--- src/verilog/stxe_pkg.sv ---
// constants and types for the skip, table-read and xor execute unit
// ----------------------------------------------------------------
// Function
// - nibble swap loads accumulator with data byte halves exchanged, memory untouched
// - skip when zero skips next instruction if byte is zero: 2 cycles, else 1
// - any met skip discards the prefetched instruction and inserts one dummy cycle
// - copy test skip loads byte into accumulator and skips if byte is zero
// - bit test skip skips next instruction, in 2 cycles, when selected bit is zero
// - current page table read: low byte to memory, high part to table high latch
// - last page table read does the same from the last program page
// - xor with memory writes accumulator and updates only the zero flag
// - exclusive or to memory writes data memory and updates only the zero flag
// - xor immediate writes accumulator and updates only the zero flag
// ----------------------------------------------------------------
`default_nettype none

package stxe_pkg;

	localparam int DATA_W = 8;
	localparam int ROM_W  = 14;
	localparam int HIGH_W = ROM_W - DATA_W;
	localparam int PAGE_W = 3;
	localparam int ADDR_W = PAGE_W + DATA_W;

	localparam logic [DATA_W-1:0] ACC_RST   = 8'h00;
	localparam logic              ZERO_RST  = 1'b0;
	localparam logic [HIGH_W-1:0] HIGH_RST  = 6'h00;
	localparam logic [ADDR_W-1:0] ADDR_RST  = 11'h000;
	localparam logic [PAGE_W-1:0] LAST_PAGE = 3'h7;

	// instructions executed by this unit
	typedef enum logic [3:0] {
		OP_NOP      = 4'h0,
		OP_SWAP_ACC = 4'h1,
		OP_SKIP_Z   = 4'h2,
		OP_COPY_SKP = 4'h3,
		OP_SKIP_BIT = 4'h4,
		OP_TAB_CUR  = 4'h5,
		OP_TAB_LAST = 4'h6,
		OP_XOR_ACC  = 4'h7,
		OP_XOR_MEM  = 4'h8,
		OP_XOR_IMM  = 4'h9
	} stxe_op_t;

	// one instruction as presented by the decoder
	typedef struct packed {
		stxe_op_t          op;
		logic [2:0]        bitSel;
		logic [DATA_W-1:0] imm;
		logic [DATA_W-1:0] memData;
	} stxe_cmd_t;

	// execution states
	typedef enum logic [2:0] {
		ST_IDLE  = 3'b001,
		ST_DUMMY = 3'b010,
		ST_TABLE = 3'b100
	} stxe_state_t;

endpackage : stxe_pkg

`default_nettype wire

--- src/verilog/stxe_core.sv ---
// execute unit for swap, skip, table read and xor instructions
`timescale 1ns/1ps
`default_nettype none

module stxe_core (
	// clock and reset
	input  wire logic                            clk_sys,
	input  wire logic                            rstn,
	// instruction from the decoder
	input  wire logic                            exStart,
	input  wire stxe_pkg::stxe_cmd_t             cmd,
	input  wire logic [stxe_pkg::PAGE_W-1:0]     pcPage,
	input  wire logic [stxe_pkg::DATA_W-1:0]     tablePointer,
	// program memory table port
	output logic                                 romRd,
	output logic [stxe_pkg::ADDR_W-1:0]          romAddr,
	input  wire logic [stxe_pkg::ROM_W-1:0]      romData,
	// data memory write port
	output logic                                 memWr,
	output logic [stxe_pkg::DATA_W-1:0]          memWrData,
	// core state
	output logic [stxe_pkg::DATA_W-1:0]          acc,
	output logic                                 zeroFlag,
	output logic [stxe_pkg::HIGH_W-1:0]          tableHighLatch,
	// sequencing
	output logic                                 busy,
	output logic                                 discardFetch,
	output logic                                 done
);

	stxe_pkg::stxe_state_t            state_q, state_d;
	logic [stxe_pkg::DATA_W-1:0]      acc_q, acc_d;
	logic                             zero_q, zero_d;
	logic [stxe_pkg::HIGH_W-1:0]      high_q, high_d;
	logic [stxe_pkg::ADDR_W-1:0]      addr_q, addr_d;
	logic                             romRd_q, romRd_d;
	logic                             memWr_q, memWr_d;
	logic [stxe_pkg::DATA_W-1:0]      wrData_q, wrData_d;
	logic                             done_q, done_d;

	// ----------------------------------------------------------------
	// decode
	// ----------------------------------------------------------------
	wire idle     = (state_q == stxe_pkg::ST_IDLE);
	wire go       = exStart & idle;
	wire opSwap   = (cmd.op == stxe_pkg::OP_SWAP_ACC);
	wire opSkipZ  = (cmd.op == stxe_pkg::OP_SKIP_Z);
	wire opCopy   = (cmd.op == stxe_pkg::OP_COPY_SKP);
	wire opBit    = (cmd.op == stxe_pkg::OP_SKIP_BIT);
	wire opTabCur = (cmd.op == stxe_pkg::OP_TAB_CUR);
	wire opTabLst = (cmd.op == stxe_pkg::OP_TAB_LAST);
	wire opXorA   = (cmd.op == stxe_pkg::OP_XOR_ACC);
	wire opXorM   = (cmd.op == stxe_pkg::OP_XOR_MEM);
	wire opXorI   = (cmd.op == stxe_pkg::OP_XOR_IMM);
	wire opTable  = opTabCur | opTabLst;
	wire opXor    = opXorA | opXorM | opXorI;

	// ----------------------------------------------------------------
	// datapath
	// ----------------------------------------------------------------
	wire memZero = (cmd.memData == 8'h00);
	wire bitZero = ~cmd.memData[cmd.bitSel];
	wire [7:0] swapped = {cmd.memData[3:0], cmd.memData[7:4]};
	wire [7:0] xorMem  = acc_q ^ cmd.memData;
	wire [7:0] xorImm  = acc_q ^ cmd.imm;
	wire [7:0] xorRes  = opXorI ? xorImm : xorMem;

	// skip decision for the three skip forms
	wire skipHit = ((opSkipZ | opCopy) & memZero)
		| (opBit & bitZero);

	// page is the current one or the last one
	wire [2:0] tabPage = opTabLst ? stxe_pkg::LAST_PAGE : pcPage;

	// accumulator next value
	assign acc_d = !go   ? acc_q
		: opSwap ? swapped
		: opCopy ? cmd.memData
		: (opXorA | opXorI) ? xorRes
		: acc_q;

	// zero flag follows only the xor result
	assign zero_d = (go & opXor) ? (xorRes == 8'h00) : zero_q;

	// memory write: xor to memory now, table low byte on capture
	assign memWr_d  = (go & opXorM) | (state_q == stxe_pkg::ST_TABLE);
	assign wrData_d = (state_q == stxe_pkg::ST_TABLE)
		? romData[7:0]
		: xorMem;

	// table high latch loads on capture only
	assign high_d = (state_q == stxe_pkg::ST_TABLE)
		? romData[13:8] : high_q;

	assign addr_d  = (go & opTable) ? {tabPage, tablePointer} : addr_q;
	assign romRd_d = go & opTable;

	// ----------------------------------------------------------------
	// sequencer
	// ----------------------------------------------------------------
	always_comb begin
		state_d = state_q;
		done_d  = 1'b0;
		case (state_q)
			stxe_pkg::ST_IDLE: begin
				if (go & skipHit) begin
					state_d = stxe_pkg::ST_DUMMY;
				end else if (go & opTable) begin
					state_d = stxe_pkg::ST_TABLE;
				end else if (go) begin
					done_d = 1'b1;
				end
			end
			stxe_pkg::ST_DUMMY: begin
				state_d = stxe_pkg::ST_IDLE;
				done_d  = 1'b1;
			end
			stxe_pkg::ST_TABLE: begin
				state_d = stxe_pkg::ST_IDLE;
				done_d  = 1'b1;
			end
			default: begin
				state_d = stxe_pkg::ST_IDLE;
			end
		endcase
	end

	// state registers
	always_ff @(posedge clk_sys or negedge rstn) begin
		if (!rstn) begin
			state_q  <= stxe_pkg::ST_IDLE;
			acc_q    <= stxe_pkg::ACC_RST;
			zero_q   <= stxe_pkg::ZERO_RST;
			high_q   <= stxe_pkg::HIGH_RST;
			addr_q   <= stxe_pkg::ADDR_RST;
			romRd_q  <= 1'b0;
			memWr_q  <= 1'b0;
			wrData_q <= stxe_pkg::ACC_RST;
			done_q   <= 1'b0;
		end else begin
			state_q  <= state_d;
			acc_q    <= acc_d;
			zero_q   <= zero_d;
			high_q   <= high_d;
			addr_q   <= addr_d;
			romRd_q  <= romRd_d;
			memWr_q  <= memWr_d;
			wrData_q <= wrData_d;
			done_q   <= done_d;
		end
	end

	// outputs
	assign busy           = ~idle;
	assign discardFetch   = (state_q == stxe_pkg::ST_DUMMY);
	assign done           = done_q;
	assign romRd          = romRd_q;
	assign romAddr        = addr_q;
	assign memWr          = memWr_q;
	assign memWrData      = wrData_q;
	assign acc            = acc_q;
	assign zeroFlag       = zero_q;
	assign tableHighLatch = high_q;

	// ----------------------------------------------------------------
	// assertions
	// ----------------------------------------------------------------
	property p_swap;
		@(posedge clk_sys) disable iff (!rstn)
		go && opSwap |=> acc == {$past(cmd.memData[3:0]),
			$past(cmd.memData[7:4])} && !memWr && done;
	endproperty
	a_swap: assert property (p_swap)
		else $error("swap result wrong");

	// zero byte: two cycles with done last, otherwise done at once
	property p_skipz;
		@(posedge clk_sys) disable iff (!rstn)
		go && opSkipZ |=> if ($past(cmd.memData) == 8'h00) (!done ##1 done)
			else done;
	endproperty
	a_skipz: assert property (p_skipz)
		else $error("skip when zero timing wrong");

	property p_dummy;
		@(posedge clk_sys) disable iff (!rstn)
		go && skipHit |=> discardFetch && busy ##1 !discardFetch && done;
	endproperty
	a_dummy: assert property (p_dummy)
		else $error("dummy cycle missing");

	property p_copy;
		@(posedge clk_sys) disable iff (!rstn)
		go && opCopy |=> acc == $past(cmd.memData)
			&& discardFetch == ($past(cmd.memData) == 8'h00);
	endproperty
	a_copy: assert property (p_copy)
		else $error("copy test skip wrong");

	property p_bit;
		@(posedge clk_sys) disable iff (!rstn)
		go && opBit && bitZero |=> discardFetch ##1 done;
	endproperty
	a_bit: assert property (p_bit)
		else $error("bit skip wrong");

	property p_tabcur;
		@(posedge clk_sys) disable iff (!rstn)
		go && opTabCur |=> romRd && romAddr == {$past(pcPage),
			$past(tablePointer)} ##1 memWr && done
			&& memWrData == $past(romData[7:0])
			&& tableHighLatch == $past(romData[13:8]);
	endproperty
	a_tabcur: assert property (p_tabcur)
		else $error("current page table read wrong");

	property p_tablast;
		@(posedge clk_sys) disable iff (!rstn)
		go && opTabLst |=> romRd && romAddr[10:8] == 3'h7
			&& romAddr[7:0] == $past(tablePointer) ##1 memWr;
	endproperty
	a_tablast: assert property (p_tablast)
		else $error("last page table read wrong");

	property p_xora;
		@(posedge clk_sys) disable iff (!rstn)
		go && opXorA |=> acc == ($past(acc) ^ $past(cmd.memData))
			&& zeroFlag == (acc == 8'h00) && !memWr;
	endproperty
	a_xora: assert property (p_xora)
		else $error("xor with memory wrong");

	property p_xor_to_mem;
		@(posedge clk_sys) disable iff (!rstn)
		go && opXorM |=> memWr && acc == $past(acc)
			&& memWrData == ($past(acc) ^ $past(cmd.memData))
			&& zeroFlag == (memWrData == 8'h00);
	endproperty
	a_xor_to_mem: assert property (p_xor_to_mem)
		else $error("xor to memory wrong");

	property p_xori;
		@(posedge clk_sys) disable iff (!rstn)
		go && opXorI |=> acc == ($past(acc) ^ $past(cmd.imm))
			&& zeroFlag == (acc == 8'h00);
	endproperty
	a_xori: assert property (p_xori)
		else $error("xor immediate wrong");

	property p_flags;
		@(posedge clk_sys) disable iff (!rstn)
		go && !opXor |=> $stable(zeroFlag)
			##1 ($stable(zeroFlag) || $past(go && opXor));
	endproperty
	a_flags: assert property (p_flags)
		else $error("flag changed by non xor");

	c_skip:  cover property (@(posedge clk_sys) disable iff (!rstn)
		go && opSkipZ && memZero);
	c_table: cover property (@(posedge clk_sys) disable iff (!rstn)
		go && opTabLst ##2 done);
	c_xorz:  cover property (@(posedge clk_sys) disable iff (!rstn)
		go && opXorM ##1 zeroFlag);

endmodule : stxe_core

`default_nettype wire

--- config.mk ---
export PLATFORM = sky130hd
export DESIGN_NAME = stxe_core
export DESIGN_NICKNAME = d
export VERILOG_FILES = /design/src/verilog/stxe_pkg.sv /design/src/verilog/stxe_core.sv
export SDC_FILE = /design/constraint.sdc
export NUM_CORES = 1
export LEC_CHECK = 0
export ABC_AREA = 0
export BUFFER_PORTS_ARGS = -buffer_cell sky130_fd_sc_hd__buf_2
export CORE_MARGIN = 2
export CORE_UTILIZATION = 45
export CTS_CLUSTER_SIZE = 28
export DETAILED_ROUTE_END_ITERATION = 10
export PLACE_DENSITY = 0.83
export SETUP_SLACK_MARGIN = 0.3
export SLEW_MARGIN = 10
export SYNTH_ARGS = -nofsm -noshare
export SYNTH_HDL_FRONTEND = slang
export SYNTH_SLANG_ARGS = --single-unit
--- constraint.sdc ---
create_clock -name clk_sys -period 2.3 [get_ports clk_sys]
set_clock_uncertainty 0.1 [all_clocks]
set_input_delay 0.575 -clock clk_sys [delete_from_list [all_inputs] [get_ports clk_sys]]
set_output_delay 0.575 -clock clk_sys [all_outputs]
set_load 0.05 [all_outputs]
== Word level (Yosys, flattened, before mapping) ==
Cells that the tools add are included.
Operators by class
  $lt $le $gt $ge: 1
  eq/ne operators: 13
  mux-type cells: 15
  bitwise gates (word level): 18
  reduce and logical (&&, ||, !) cells: 5
Operator list (number)
  two-way mux 8 bit: 5
  == test 4 x 3 -> 1 bit, second input constant: 4
  logical NOT 8 bit: 2
  bitwise XOR 8 bit: 2
  two-way mux 3 bit: 4
  == test 4 x 2 -> 1 bit, second input constant: 2
  == test 4 bit, second input constant: 2
  bitwise AND 1 bit: 7
  bitwise OR 1 bit: 7
  == test 4 x 1 -> 1 bit, second input constant: 1
  < comparator 3 x 4 -> 1 bit, second input constant: 1
  two-way mux 1 bit: 4
  binary-select mux 1 bit (select 3 bit): 1
  == test 3 x 1 -> 1 bit, second input constant: 1
  == test 3 x 2 -> 1 bit, second input constant: 1
  == test 3 bit, second input constant: 1
  != test 3 x 2 -> 1 bit, second input constant: 1
  nonzero test 3 bit: 1
  inverter 1 bit: 2
  case mux 1 bit (2 select lines): 1
  AND reduction 2 bit: 1
  OR reduction 2 bit: 1
Storage, ports and cells
  register bits: 40
  output and inout bits: 39

== Longest topological paths before layout ==
Gate-level depths: netlist of the first run.
  word-level depth: 8
  mapped depth: 7
  gate-level depth less buffers: 5

== Worst setup path before layout of the first run ==
OpenSTA, ideal clock, no wires.
  path kind: reg-to-output
  start: register state_q[2]
  end: output discardFetch
  data arrival time: 1.617 ns
  required time: 1.625 ns
  path slack: 0.008 ns
  cell stages (with the launch flop): 2
  buffers on the path: 0
  cell sequence: dfrtp_1 > nor3b_1
Between the ends
  cells in the longest elaborated chain, start to end: 1
Ends and longest elaborated chain
  start, declared: RTL line stxe_core.sv:31  | stxe_pkg::stxe_state_t state_q, state_d;
  start signal, assigned: RTL line stxe_core.sv:131  | state_q <= stxe_pkg::ST_IDLE;
  start signal, assigned: RTL line stxe_core.sv:141  | state_q <= state_d;
  == test 3 x 2 -> 1 bit: RTL line stxe_core.sv:155  | assign discardFetch = (state_q == stxe_pkg::ST_DUMMY);
  end, declared: RTL line stxe_core.sv:27  | output logic discardFetch,
No other way between the ends.

== Worst setup path in the final report of the first run ==
  start: register state_q[0]
  end: output busy
Between the ends
  cells in the longest elaborated chain, start to end: 2
Ends and longest elaborated chain
  == test 3 x 1 -> 1 bit: RTL line stxe_core.sv:44  | wire idle = (state_q == stxe_pkg::ST_IDLE);
  inverter 1 bit: RTL line stxe_core.sv:154  | assign busy = ~idle;
  end, declared: RTL line stxe_core.sv:26  | output logic busy,
No other way between the ends.

==> results.sh, run 1 <==
export IMPL_syn_avg_cell_area_um2=9.31
export IMPL_rows=25
export IMPL_gp_congestion=0.862
export IMPL_critPathCaptureType="primary output"
export IMPL_wl_um=5590
export IMPL_cts_buffers=5
export IMPL_io_pins=90
export IMPL_relSlewSlack_pct=59.5
export IMPL_met3_usage_pct=4.47
export IMPL_cts_sinks=40
export IMPL_hold_viol_final=0
export IMPL_syn_cell_area_um2=2230
export IMPL_drt_initial_drc_count=100
export IMPL_yosysWarnings=0
export IMPL_overflow=0
export IMPL_routedWlPerCell_um=14.2
export IMPL_yosys_cell_types_count=40
export IMPL_dr_total_vias=2062
export IMPL_antenna_found_initial=0
export IMPL_power_density_nw_per_um2=1100
export IMPL_initial_core_util_pct=46.8
export IMPL_die_area_um2=5520
export IMPL_setup_tns_ns=0
export IMPL_tightest_slew_ns=0.606
export IMPL_synth_cells=239
export IMPL_grt_pass1_vias=1851
export IMPL_grt_setup_unrepaired="yes"
export IMPL_cts_tree="built"
export IMPL_cp_max_fo=2
export IMPL_core_um2=4750
export IMPL_ys_seq_area_share_pct=45.0
export IMPL_cp_required_ns=1.62
export IMPL_swShare_pct=45.5
export IMPL_power_share_clock_pct=21.4
export IMPL_track_usage_pct=19.9
export IMPL_period_share_pct=88.8
export IMPL_cp_arrival_ns=1.37
export IMPL_path_class="reg2out"
export IMPL_fmax_mhz=489
export IMPL_synthArstFlopShare_pct=100
export IMPL_path_clk_slew_ns=0.08
export IMPL_dp_hpwl_um=4180
export IMPL_post_route_min_period_ns=2.04
export IMPL_grt_pass1_wl_um=8410
export IMPL_first_pass_iters=4
export IMPL_p_switching_uw=1440
export IMPL_synth_top_cell_area_share_pct=43.8
export IMPL_ys_ff_latch=40
export IMPL_numPortBuffers=89
export IMPL_syn_to_final_growth_pct=29.2
export IMPL_finalSetupViolCount=0
export IMPL_holdCritPathClass="in2async"
export IMPL_cts_max_level=2
export IMPL_synth_main_ff_cell="dfrtp_1"
export IMPL_n_antenna_cell=0
export IMPL_nets=378
export IMPL_grt_max_degree=41
export IMPL_p_int_uw=1730
export IMPL_avgViaCountPerCell=5.23
export IMPL_comb_power_share_pct=46.3
export IMPL_synth_edf_count=0
export IMPL_drv_slew=0
export IMPL_rr_startpoint="state_q[0]$_DFFE_PN1P_"
export IMPL_clock_latency_ns=0.29
export IMPL_root_buffer="clkbuf_8"
export IMPL_yosysTopAreaCell="dfrtp_1"
export IMPL_p_leak_uw=0.00140
export IMPL_drive_gt1_share_pct=37.9
export IMPL_grt_busiest_layer="met2"
export IMPL_cts_path_max_buffers=2
export IMPL_vdd_ir_drop_max_uv=542
export IMPL_drc=0
export IMPL_pwr_share_seq_pct=32.4
export IMPL_start_kind="flop"
export IMPL_fp_dieH_um=74.3
export IMPL_drv_cap=0
export IMPL_use_met2_pct=34.0
export IMPL_synth_area_top_cells="dfrtp_1, nand2_1, xnor2_1"
export IMPL_status="finished clean"
export IMPL_cp_startpoint="state_q[0]$_DFFE_PN1P_"
export IMPL_grtUsageMet1_pct=25.6
export IMPL_die_w_um=74.3
export IMPL_ant_nets=0
export IMPL_syn_nets=290
export IMPL_fin_util_pct=60.5
state kept, by name (all words and copies together) (netlist names):
signal,flops
zeroFlag,1
memWr,1
romAddr,11
tableHighLatch,6
acc,8
memWrData,8
romRd,1
done,1
state_q,3
final cells by class:
class	instances	area, um^2
Tap cell	67	83.8
Multi-Input combinational cell	178	1140
Sequential cell	40	1000
Fill cell	412	1880
Timing Repair Buffer	95	497
Clock inverter	2	60.1
Clock buffer	5	68.8
Inverter	7	26.3
final timing paths:
check                                                end  slack [ns]  cells after the start
hold / removal                    romAddr[5]$_DFFE_PN0P_        0.23                      2
max in group asynchronous         state_q[0]$_DFFE_PN1P_        1.51                      2
setup reg to reg                  romAddr[4]$_DFFE_PN0P_        0.36                      4
min in group clk_sys       tableHighLatch[2]$_DFFE_PN0P_        0.38                      2
hold reg to reg            tableHighLatch[2]$_DFFE_PN0P_        0.38                      2
setup / recovery                                    busy        0.26                      2
worst max-delay path, stage by stage, from the launching register on:
cell     delay, ns
dfstp_2       0.53
or3b_4        0.38
buf_6         0.16
metal layers:
metal | vias to the layer above | part of all wire [%]
met1 | 963 | 44
met3 | 4 | 8.2
met4 | 0 | 0.91
met2 | 94 | 47
met5 | - | 0
li1 | 1001 | -
synth_stat cells, types with 2 or more instances:
cell type  count
buf_2          3
nor3b_1        2
inv_1          7
mux2i_1       10
o22ai_1        4
dfrtp_1       39
a31oi_1        5
o21ai_0        9
mux2_2         8
nand4_1        2
mux4_2         2
o221ai_1       4
and3_1         2
clkbuf_1       9
a21oi_1       15
nor2b_1        2
nor2_1        25
nand2_1       44
xnor2_1       12
nand3_1       13
mux2_4         3
power by group through the flow:
stage	clock network, uW	registers, uW	logic, uW
after floorplan	0	1720	409
after global placement	0	1030	1430
after detailed placement	0	1040	1450
after CTS	681	1030	1460
after global routing	709	1050	1560
final	676	1030	1460
cells by family after synthesis:
| family | count (synthesis) | share of synthesized area [%] |
|---|---|---|
| AOI/OAI and AO/OA | 40 | 10.6 |
| xor gates and xnor gates | 13 | 5.12 |
| buffers and inverters | 22 | 4.83 |
| DFF | 40 | 45.0 |
| muxes | 23 | 12.6 |
| and+or+nand+nor | 101 | 21.8 |
cells in the final DEF, fill, tap and decap left out, types with 2 or more instances in the layout:
cell / count
mux2_4: 3
o21ai_0: 9
nand2_1: 44
nor2_1: 25
bufinv_16: 2
nor2b_1: 2
dfrtp_1: 39
a21oi_1: 15
o22ai_1: 4
buf_4: 6
inv_1: 7
a31oi_1: 5
mux2i_1: 10
nand3_1: 12
buf_2: 88
and3_1: 2
o221ai_1: 4
nand4_1: 2
mux2_2: 8
mux4_2: 2
clkbuf_8: 5
xnor2_1: 12
timing repair:
action	4_1_cts	5_1_grt
setup endpoints to repair	6	10
buffers inserted	2	1
gates cloned	0	1
hold buffers	0	0
hold endpoints to repair	0	0
pin swaps	0	0
gates resized for setup	2	1
stage by stage:
step                hold WS [ns]  instance area [um^2]  total power (uW)  setup slack [ns]  std cells
finish                     0.232                  2880              3170             0.257        394
global route               0.282                  2880              3320             0.230        394
CTS                        0.252                  2850              3170             0.250        392
detailed placement         0.362                  2700              2500             0.237        383
global placement           0.354                  2700              2460             0.295        383
floorplan                  0.179                  2230              2130             0.204        239
No activity file was read; power rests on OpenSTA's default activity.
==> inputs of run 2 (changes only) <==
--- a/config.mk
+++ b/config.mk
@@ -12,7 +12,7 @@
 export CTS_CLUSTER_SIZE = 28
 export DETAILED_ROUTE_END_ITERATION = 10
 export PLACE_DENSITY = 0.83
-export SETUP_SLACK_MARGIN = 0.3
+export SETUP_SLACK_MARGIN = 0.02
 export SLEW_MARGIN = 10
 export SYNTH_ARGS = -nofsm -noshare
 export SYNTH_HDL_FRONTEND = slang
==> results.sh, run 2 (synthesized netlist as in run 1, its figures left out) <==
export IMPL_status="finished clean"
export IMPL_regToRegEndpoint="romAddr[4]$_DFFE_PN0P_"
export IMPL_grt_setup_unrepaired="no"
export IMPL_die_w_um=74.3
export IMPL_post_cts_repair_setup_buffers=0
export IMPL_die_area_um2=5520
export IMPL_power_density_nw_per_um2=1090
export IMPL_drt_initial_drc_count=159
export IMPL_ant_nets=0
export IMPL_avgViaCountPerCell=5.26
export IMPL_finalPower_uw=3060
export IMPL_cp_startpoint="state_q[0]$_DFFE_PN1P_"
export IMPL_drive_gt1_share_pct=36.7
export IMPL_start_kind="flop"
export IMPL_r2r_cells=4
export IMPL_numPortBuffers=89
export IMPL_period_share_pct=92.2
export IMPL_syn_to_final_growth_pct=26.2
export IMPL_holdCritPathClass="in2async"
export IMPL_critPathCaptureType="primary output"
export IMPL_path_class="reg2out"
export IMPL_layout_common_cells="buf_2, nand2_1, dfrtp_1"
export IMPL_crit_slowest_cell="dfstp_2"
export IMPL_grt_pass1_wl_um=8830
export IMPL_first_pass_iters=4
export IMPL_cts_sinks=40
export IMPL_clock_latency_ns=0.29
export IMPL_ff2ff_setup_slack_ns=0.25
export IMPL_io_pins=90
export IMPL_cts_path_max_buffers=2
export IMPL_grt_max_degree=41
export IMPL_p_leak_uw=0.00137
export IMPL_rr_startpoint="state_q[0]$_DFFE_PN1P_"
export IMPL_cts_tree="built"
export IMPL_rows=25
export IMPL_dp_hpwl_um=4250
export IMPL_cp_max_fo=4
export IMPL_overflow=0
export IMPL_cp_arrival_ns=1.44
export IMPL_routedWlPerCell_um=14.7
export IMPL_fmax_mhz=472
export IMPL_wl_um=5760
export IMPL_cts_buffers=5
export IMPL_crit_buf_inv=1
export IMPL_cp_depth=2
export IMPL_cts_repair_resized=0
export IMPL_place_ws_ns=0.176
export IMPL_track_usage_pct=20.9
export IMPL_initial_core_util_pct=46.8
export IMPL_n_antenna_cell=0
export IMPL_fp_dieH_um=74.3
export IMPL_largest_register_ffs=11
export IMPL_drv_cap=0
export IMPL_post_route_min_period_ns=2.12
export IMPL_gp_congestion=0.867
export IMPL_cp_required_ns=1.62
export IMPL_dr_total_vias=2056
export IMPL_setup_tns_ns=0
export IMPL_stdcell_count=391
export IMPL_tightest_slew_ns=0.613
export IMPL_cts_max_level=2
export IMPL_crit_end="busy"
export IMPL_path_cells="or3b_4 -> buf_2"
export IMPL_finalSetupViolCount=0
export IMPL_relSlewSlack_pct=59.0
export IMPL_final_setup_worst_slack_ns=0.180
export IMPL_vdd_ir_drop_max_uv=454
export IMPL_worst_path_largest_cell_delay_ns=0.56
export IMPL_root_buffer="clkbuf_8"
export IMPL_dp_cells=383
export IMPL_core_um2=4750
export IMPL_drv_slew=0
export IMPL_final_common_cell="buf_2"
export IMPL_critPathTopFamily="flip-flops"
export IMPL_drc=0
export IMPL_antenna_found_initial=0
export IMPL_hold_viol_final=0
export IMPL_grt_pass1_vias=1916
export IMPL_cts_hold_buf=0
export IMPL_path_clk_slew_ns=0.07
export IMPL_nets=374
## run 2: final cells by class
type                            count  area [um^2]
Inverter                            7         26.3
Sequential cell                    40         1000
Multi-Input combinational cell    177         1120
Fill cell                         436         1950
Clock buffer                        6         72.6
Clock inverter                      2         35.0
Timing Repair Buffer               92          468
Tap cell                           67         83.8
## run 2: routing by layer
metal  share of wire (%)  GRT usage (%)
met5                   0              0
met4                 1.7           8.13
met3                 9.7           5.56
met2                  46           33.3
met1                  42           27.3
## run 2: how the worst min path moves through the flow
stage / slack, ns / endpoint / cells after the start
floorplan: 0.18 / acc[0]$_DFFE_PN0P_ / 0
CTS: 0.25 / acc[2]$_DFFE_PN0P_ / 2
detailed placement: 0.36 / tableHighLatch[0]$_DFFE_PN0P_ / 2
global route: 0.29 / romAddr[3]$_DFFE_PN0P_ / 2
global placement: 0.35 / tableHighLatch[0]$_DFFE_PN0P_ / 2
finish: 0.24 / romRd$_DFF_PN0_ / 2
## run 2: metrics by stage
stage,utilization [%],area [um^2],hold slack [ns]
2_1_floorplan,-,2230,0.179
3_3_place_gp,56.8,2700,0.353
3_5_place_dp,56.8,2700,0.357
4_1_cts,59.1,2810,0.252
5_1_grt,59.1,2810,0.285
6_report,59.1,2810,0.239
## run 2: power breakdown
group | total, uW | switching [uW] | internal [uW]
Clock | 564 | 242 | 322
Sequential | 1030 | 135 | 894
Combinational | 1460 | 1060 | 400
==> inputs of run 3 (changes only) <==
--- a/config.mk
+++ b/config.mk
@@ -11,7 +11,7 @@
 export CORE_UTILIZATION = 45
 export CTS_CLUSTER_SIZE = 28
 export DETAILED_ROUTE_END_ITERATION = 10
-export PLACE_DENSITY = 0.83
+export PLACE_DENSITY = 0.8
 export SETUP_SLACK_MARGIN = 0.02
 export SLEW_MARGIN = 10
 export SYNTH_ARGS = -nofsm -noshare
==> constraint.sdc (replaced) <==
create_clock -name clk_sys -period 2.1 [get_ports clk_sys]
set_clock_uncertainty 0.1 [all_clocks]
set_input_delay 0.525 -clock clk_sys [delete_from_list [all_inputs] [get_ports clk_sys]]
set_output_delay 0.525 -clock clk_sys [all_outputs]
set_load 0.05 [all_outputs]
==> results.sh, run 3 (synthesized netlist as in run 1, its figures left out) <==
export IMPL_power_density_nw_per_um2=1190
export IMPL_clock_latency_ns=0.29
export IMPL_drc=0
export IMPL_setup_tns_ns=0
export IMPL_cp_arrival_ns=1.41
export IMPL_relSlewSlack_pct=58.5
export IMPL_holdCritPathClass="in2async"
export IMPL_grt_max_degree=23
export IMPL_vdd_ir_drop_max_uv=449
export IMPL_period_share_pct=96.8
export IMPL_die_w_um=74.3
export IMPL_cts_path_max_buffers=2
export IMPL_final_common_cell="buf_2"
export IMPL_cp_required_ns=1.47
export IMPL_finalSetupViolCount=0
export IMPL_path_clk_slew_ns=0.08
export IMPL_dp_hpwl_um=4310
export IMPL_post_route_min_period_ns=2.03
export IMPL_numPortBuffers=89
export IMPL_grt_setup_unrepaired="no"
export IMPL_cp_max_fo=4
export IMPL_routedWlPerCell_um=14.4
export IMPL_fin_util_pct=61.8
export IMPL_p_leak_uw=0.00144
export IMPL_n_antenna_cell=0
export IMPL_hold_viol_final=0
export IMPL_io_pins=90
export IMPL_drv_slew=0
export IMPL_first_pass_iters=4
export IMPL_syn_to_final_growth_pct=32.1
export IMPL_root_buffer="clkbuf_8"
export IMPL_status="finished clean"
export IMPL_cts_tree="built"
export IMPL_cts_buffers=5
export IMPL_cts_sinks=40
export IMPL_die_area_um2=5520
export IMPL_core_um2=4750
export IMPL_drt_initial_drc_count=86
export IMPL_drive_gt1_share_pct=38.7
export IMPL_final_cell_area_um2=2940
export IMPL_largest_register_ffs=11
export IMPL_start_kind="flop"
export IMPL_layout_common_cells="buf_2, nand2_1, dfrtp_1"
export IMPL_drv_cap=0
export IMPL_overflow=0
export IMPL_initial_core_util_pct=46.8
export IMPL_wl_um=5750
export IMPL_fp_dieH_um=74.3
export IMPL_grt_pass1_vias=1870
export IMPL_antenna_found_initial=0
export IMPL_gp_congestion=0.854
export IMPL_dr_total_vias=2078
export IMPL_cts_max_level=2
export IMPL_grt_pass1_wl_um=8690
export IMPL_tightest_slew_ns=0.621
export IMPL_track_usage_pct=20.6
export IMPL_rows=25
export IMPL_avgViaCountPerCell=5.20
export IMPL_place_area_um2=2770
export IMPL_ant_nets=0
export IMPL_path_class="reg2out"
export IMPL_critPathCaptureType="primary output"
export IMPL_fmax_mhz=492
export IMPL_nets=384
run 3: worst paths after layout:
| kind | from | end | slack (ns) | cells after the start |
|---|---|---|---|---|
| worst max-delay path | state_q[0]$_DFFE_PN1P_ | busy | 0.07 | 2 |
| worst min-delay path | rstn | romAddr[5]$_DFFE_PN0P_ | 0.11 | 1 |
| worst max register to register | state_q[0]$_DFFE_PN1P_ | romAddr[2]$_DFFE_PN0P_ | 0.09 | 4 |
| worst min register to register | tableHighLatch[0]$_DFFE_PN0P_ | tableHighLatch[0]$_DFFE_PN0P_ | 0.38 | 2 |
| max in group asynchronous | rstn | tableHighLatch[4]$_DFFE_PN0P_ | 1.31 | 2 |
| min in group clk_sys | romData[12] | tableHighLatch[4]$_DFFE_PN0P_ | 0.33 | 3 |
run 3: where the power goes:
| group | internal [uW] | switching, uW |
|---|---|---|
| logic | 470 | 1160 |
| registers | 979 | 146 |
| clock network | 468 | 271 |
run 3: worst max-delay path: stages (launching register included):
cell and delay, ns:
dfstp_2 0.56, or3b_4 0.39, buf_6 0.16
run 3: per-stage QoR:
step	hold slack, ns	worst slack (ns)	power [uW]	std cells
2_1_floorplan	0.129	0.00393	2330	239
6_report	0.105	0.0679	3490	400
5_1_grt	0.149	0.0424	3660	400
3_3_place_gp	0.352	0.107	2730	389
4_1_cts	0.126	0.0392	3500	396
3_5_place_dp	0.362	0.0551	2760	389
run 3: repair_timing:
action,in CTS,in global routing
pin swaps,0,1
cloned,0,1
gates resized for setup,1,1
hold buffers,0,0
setup buffers,0,3
setup endpoints to repair,1,6
run 3: metal layers:
metal  track usage (%)  share of wire, %
met5                 0                 0
met3              5.28               8.9
met1              26.4                43
met4              5.95              0.70
met2              34.7                47
run 3: cell type report:
class                   instances  area [um^2]
flip-flops and latches         40         1000
clock buffers                   5         68.8
clock inverters                 2         60.1
repair buffers                101          567
fillers                       409         1810
inverters                       7         26.3
well taps                      67         83.8
multi-input cells             178         1130
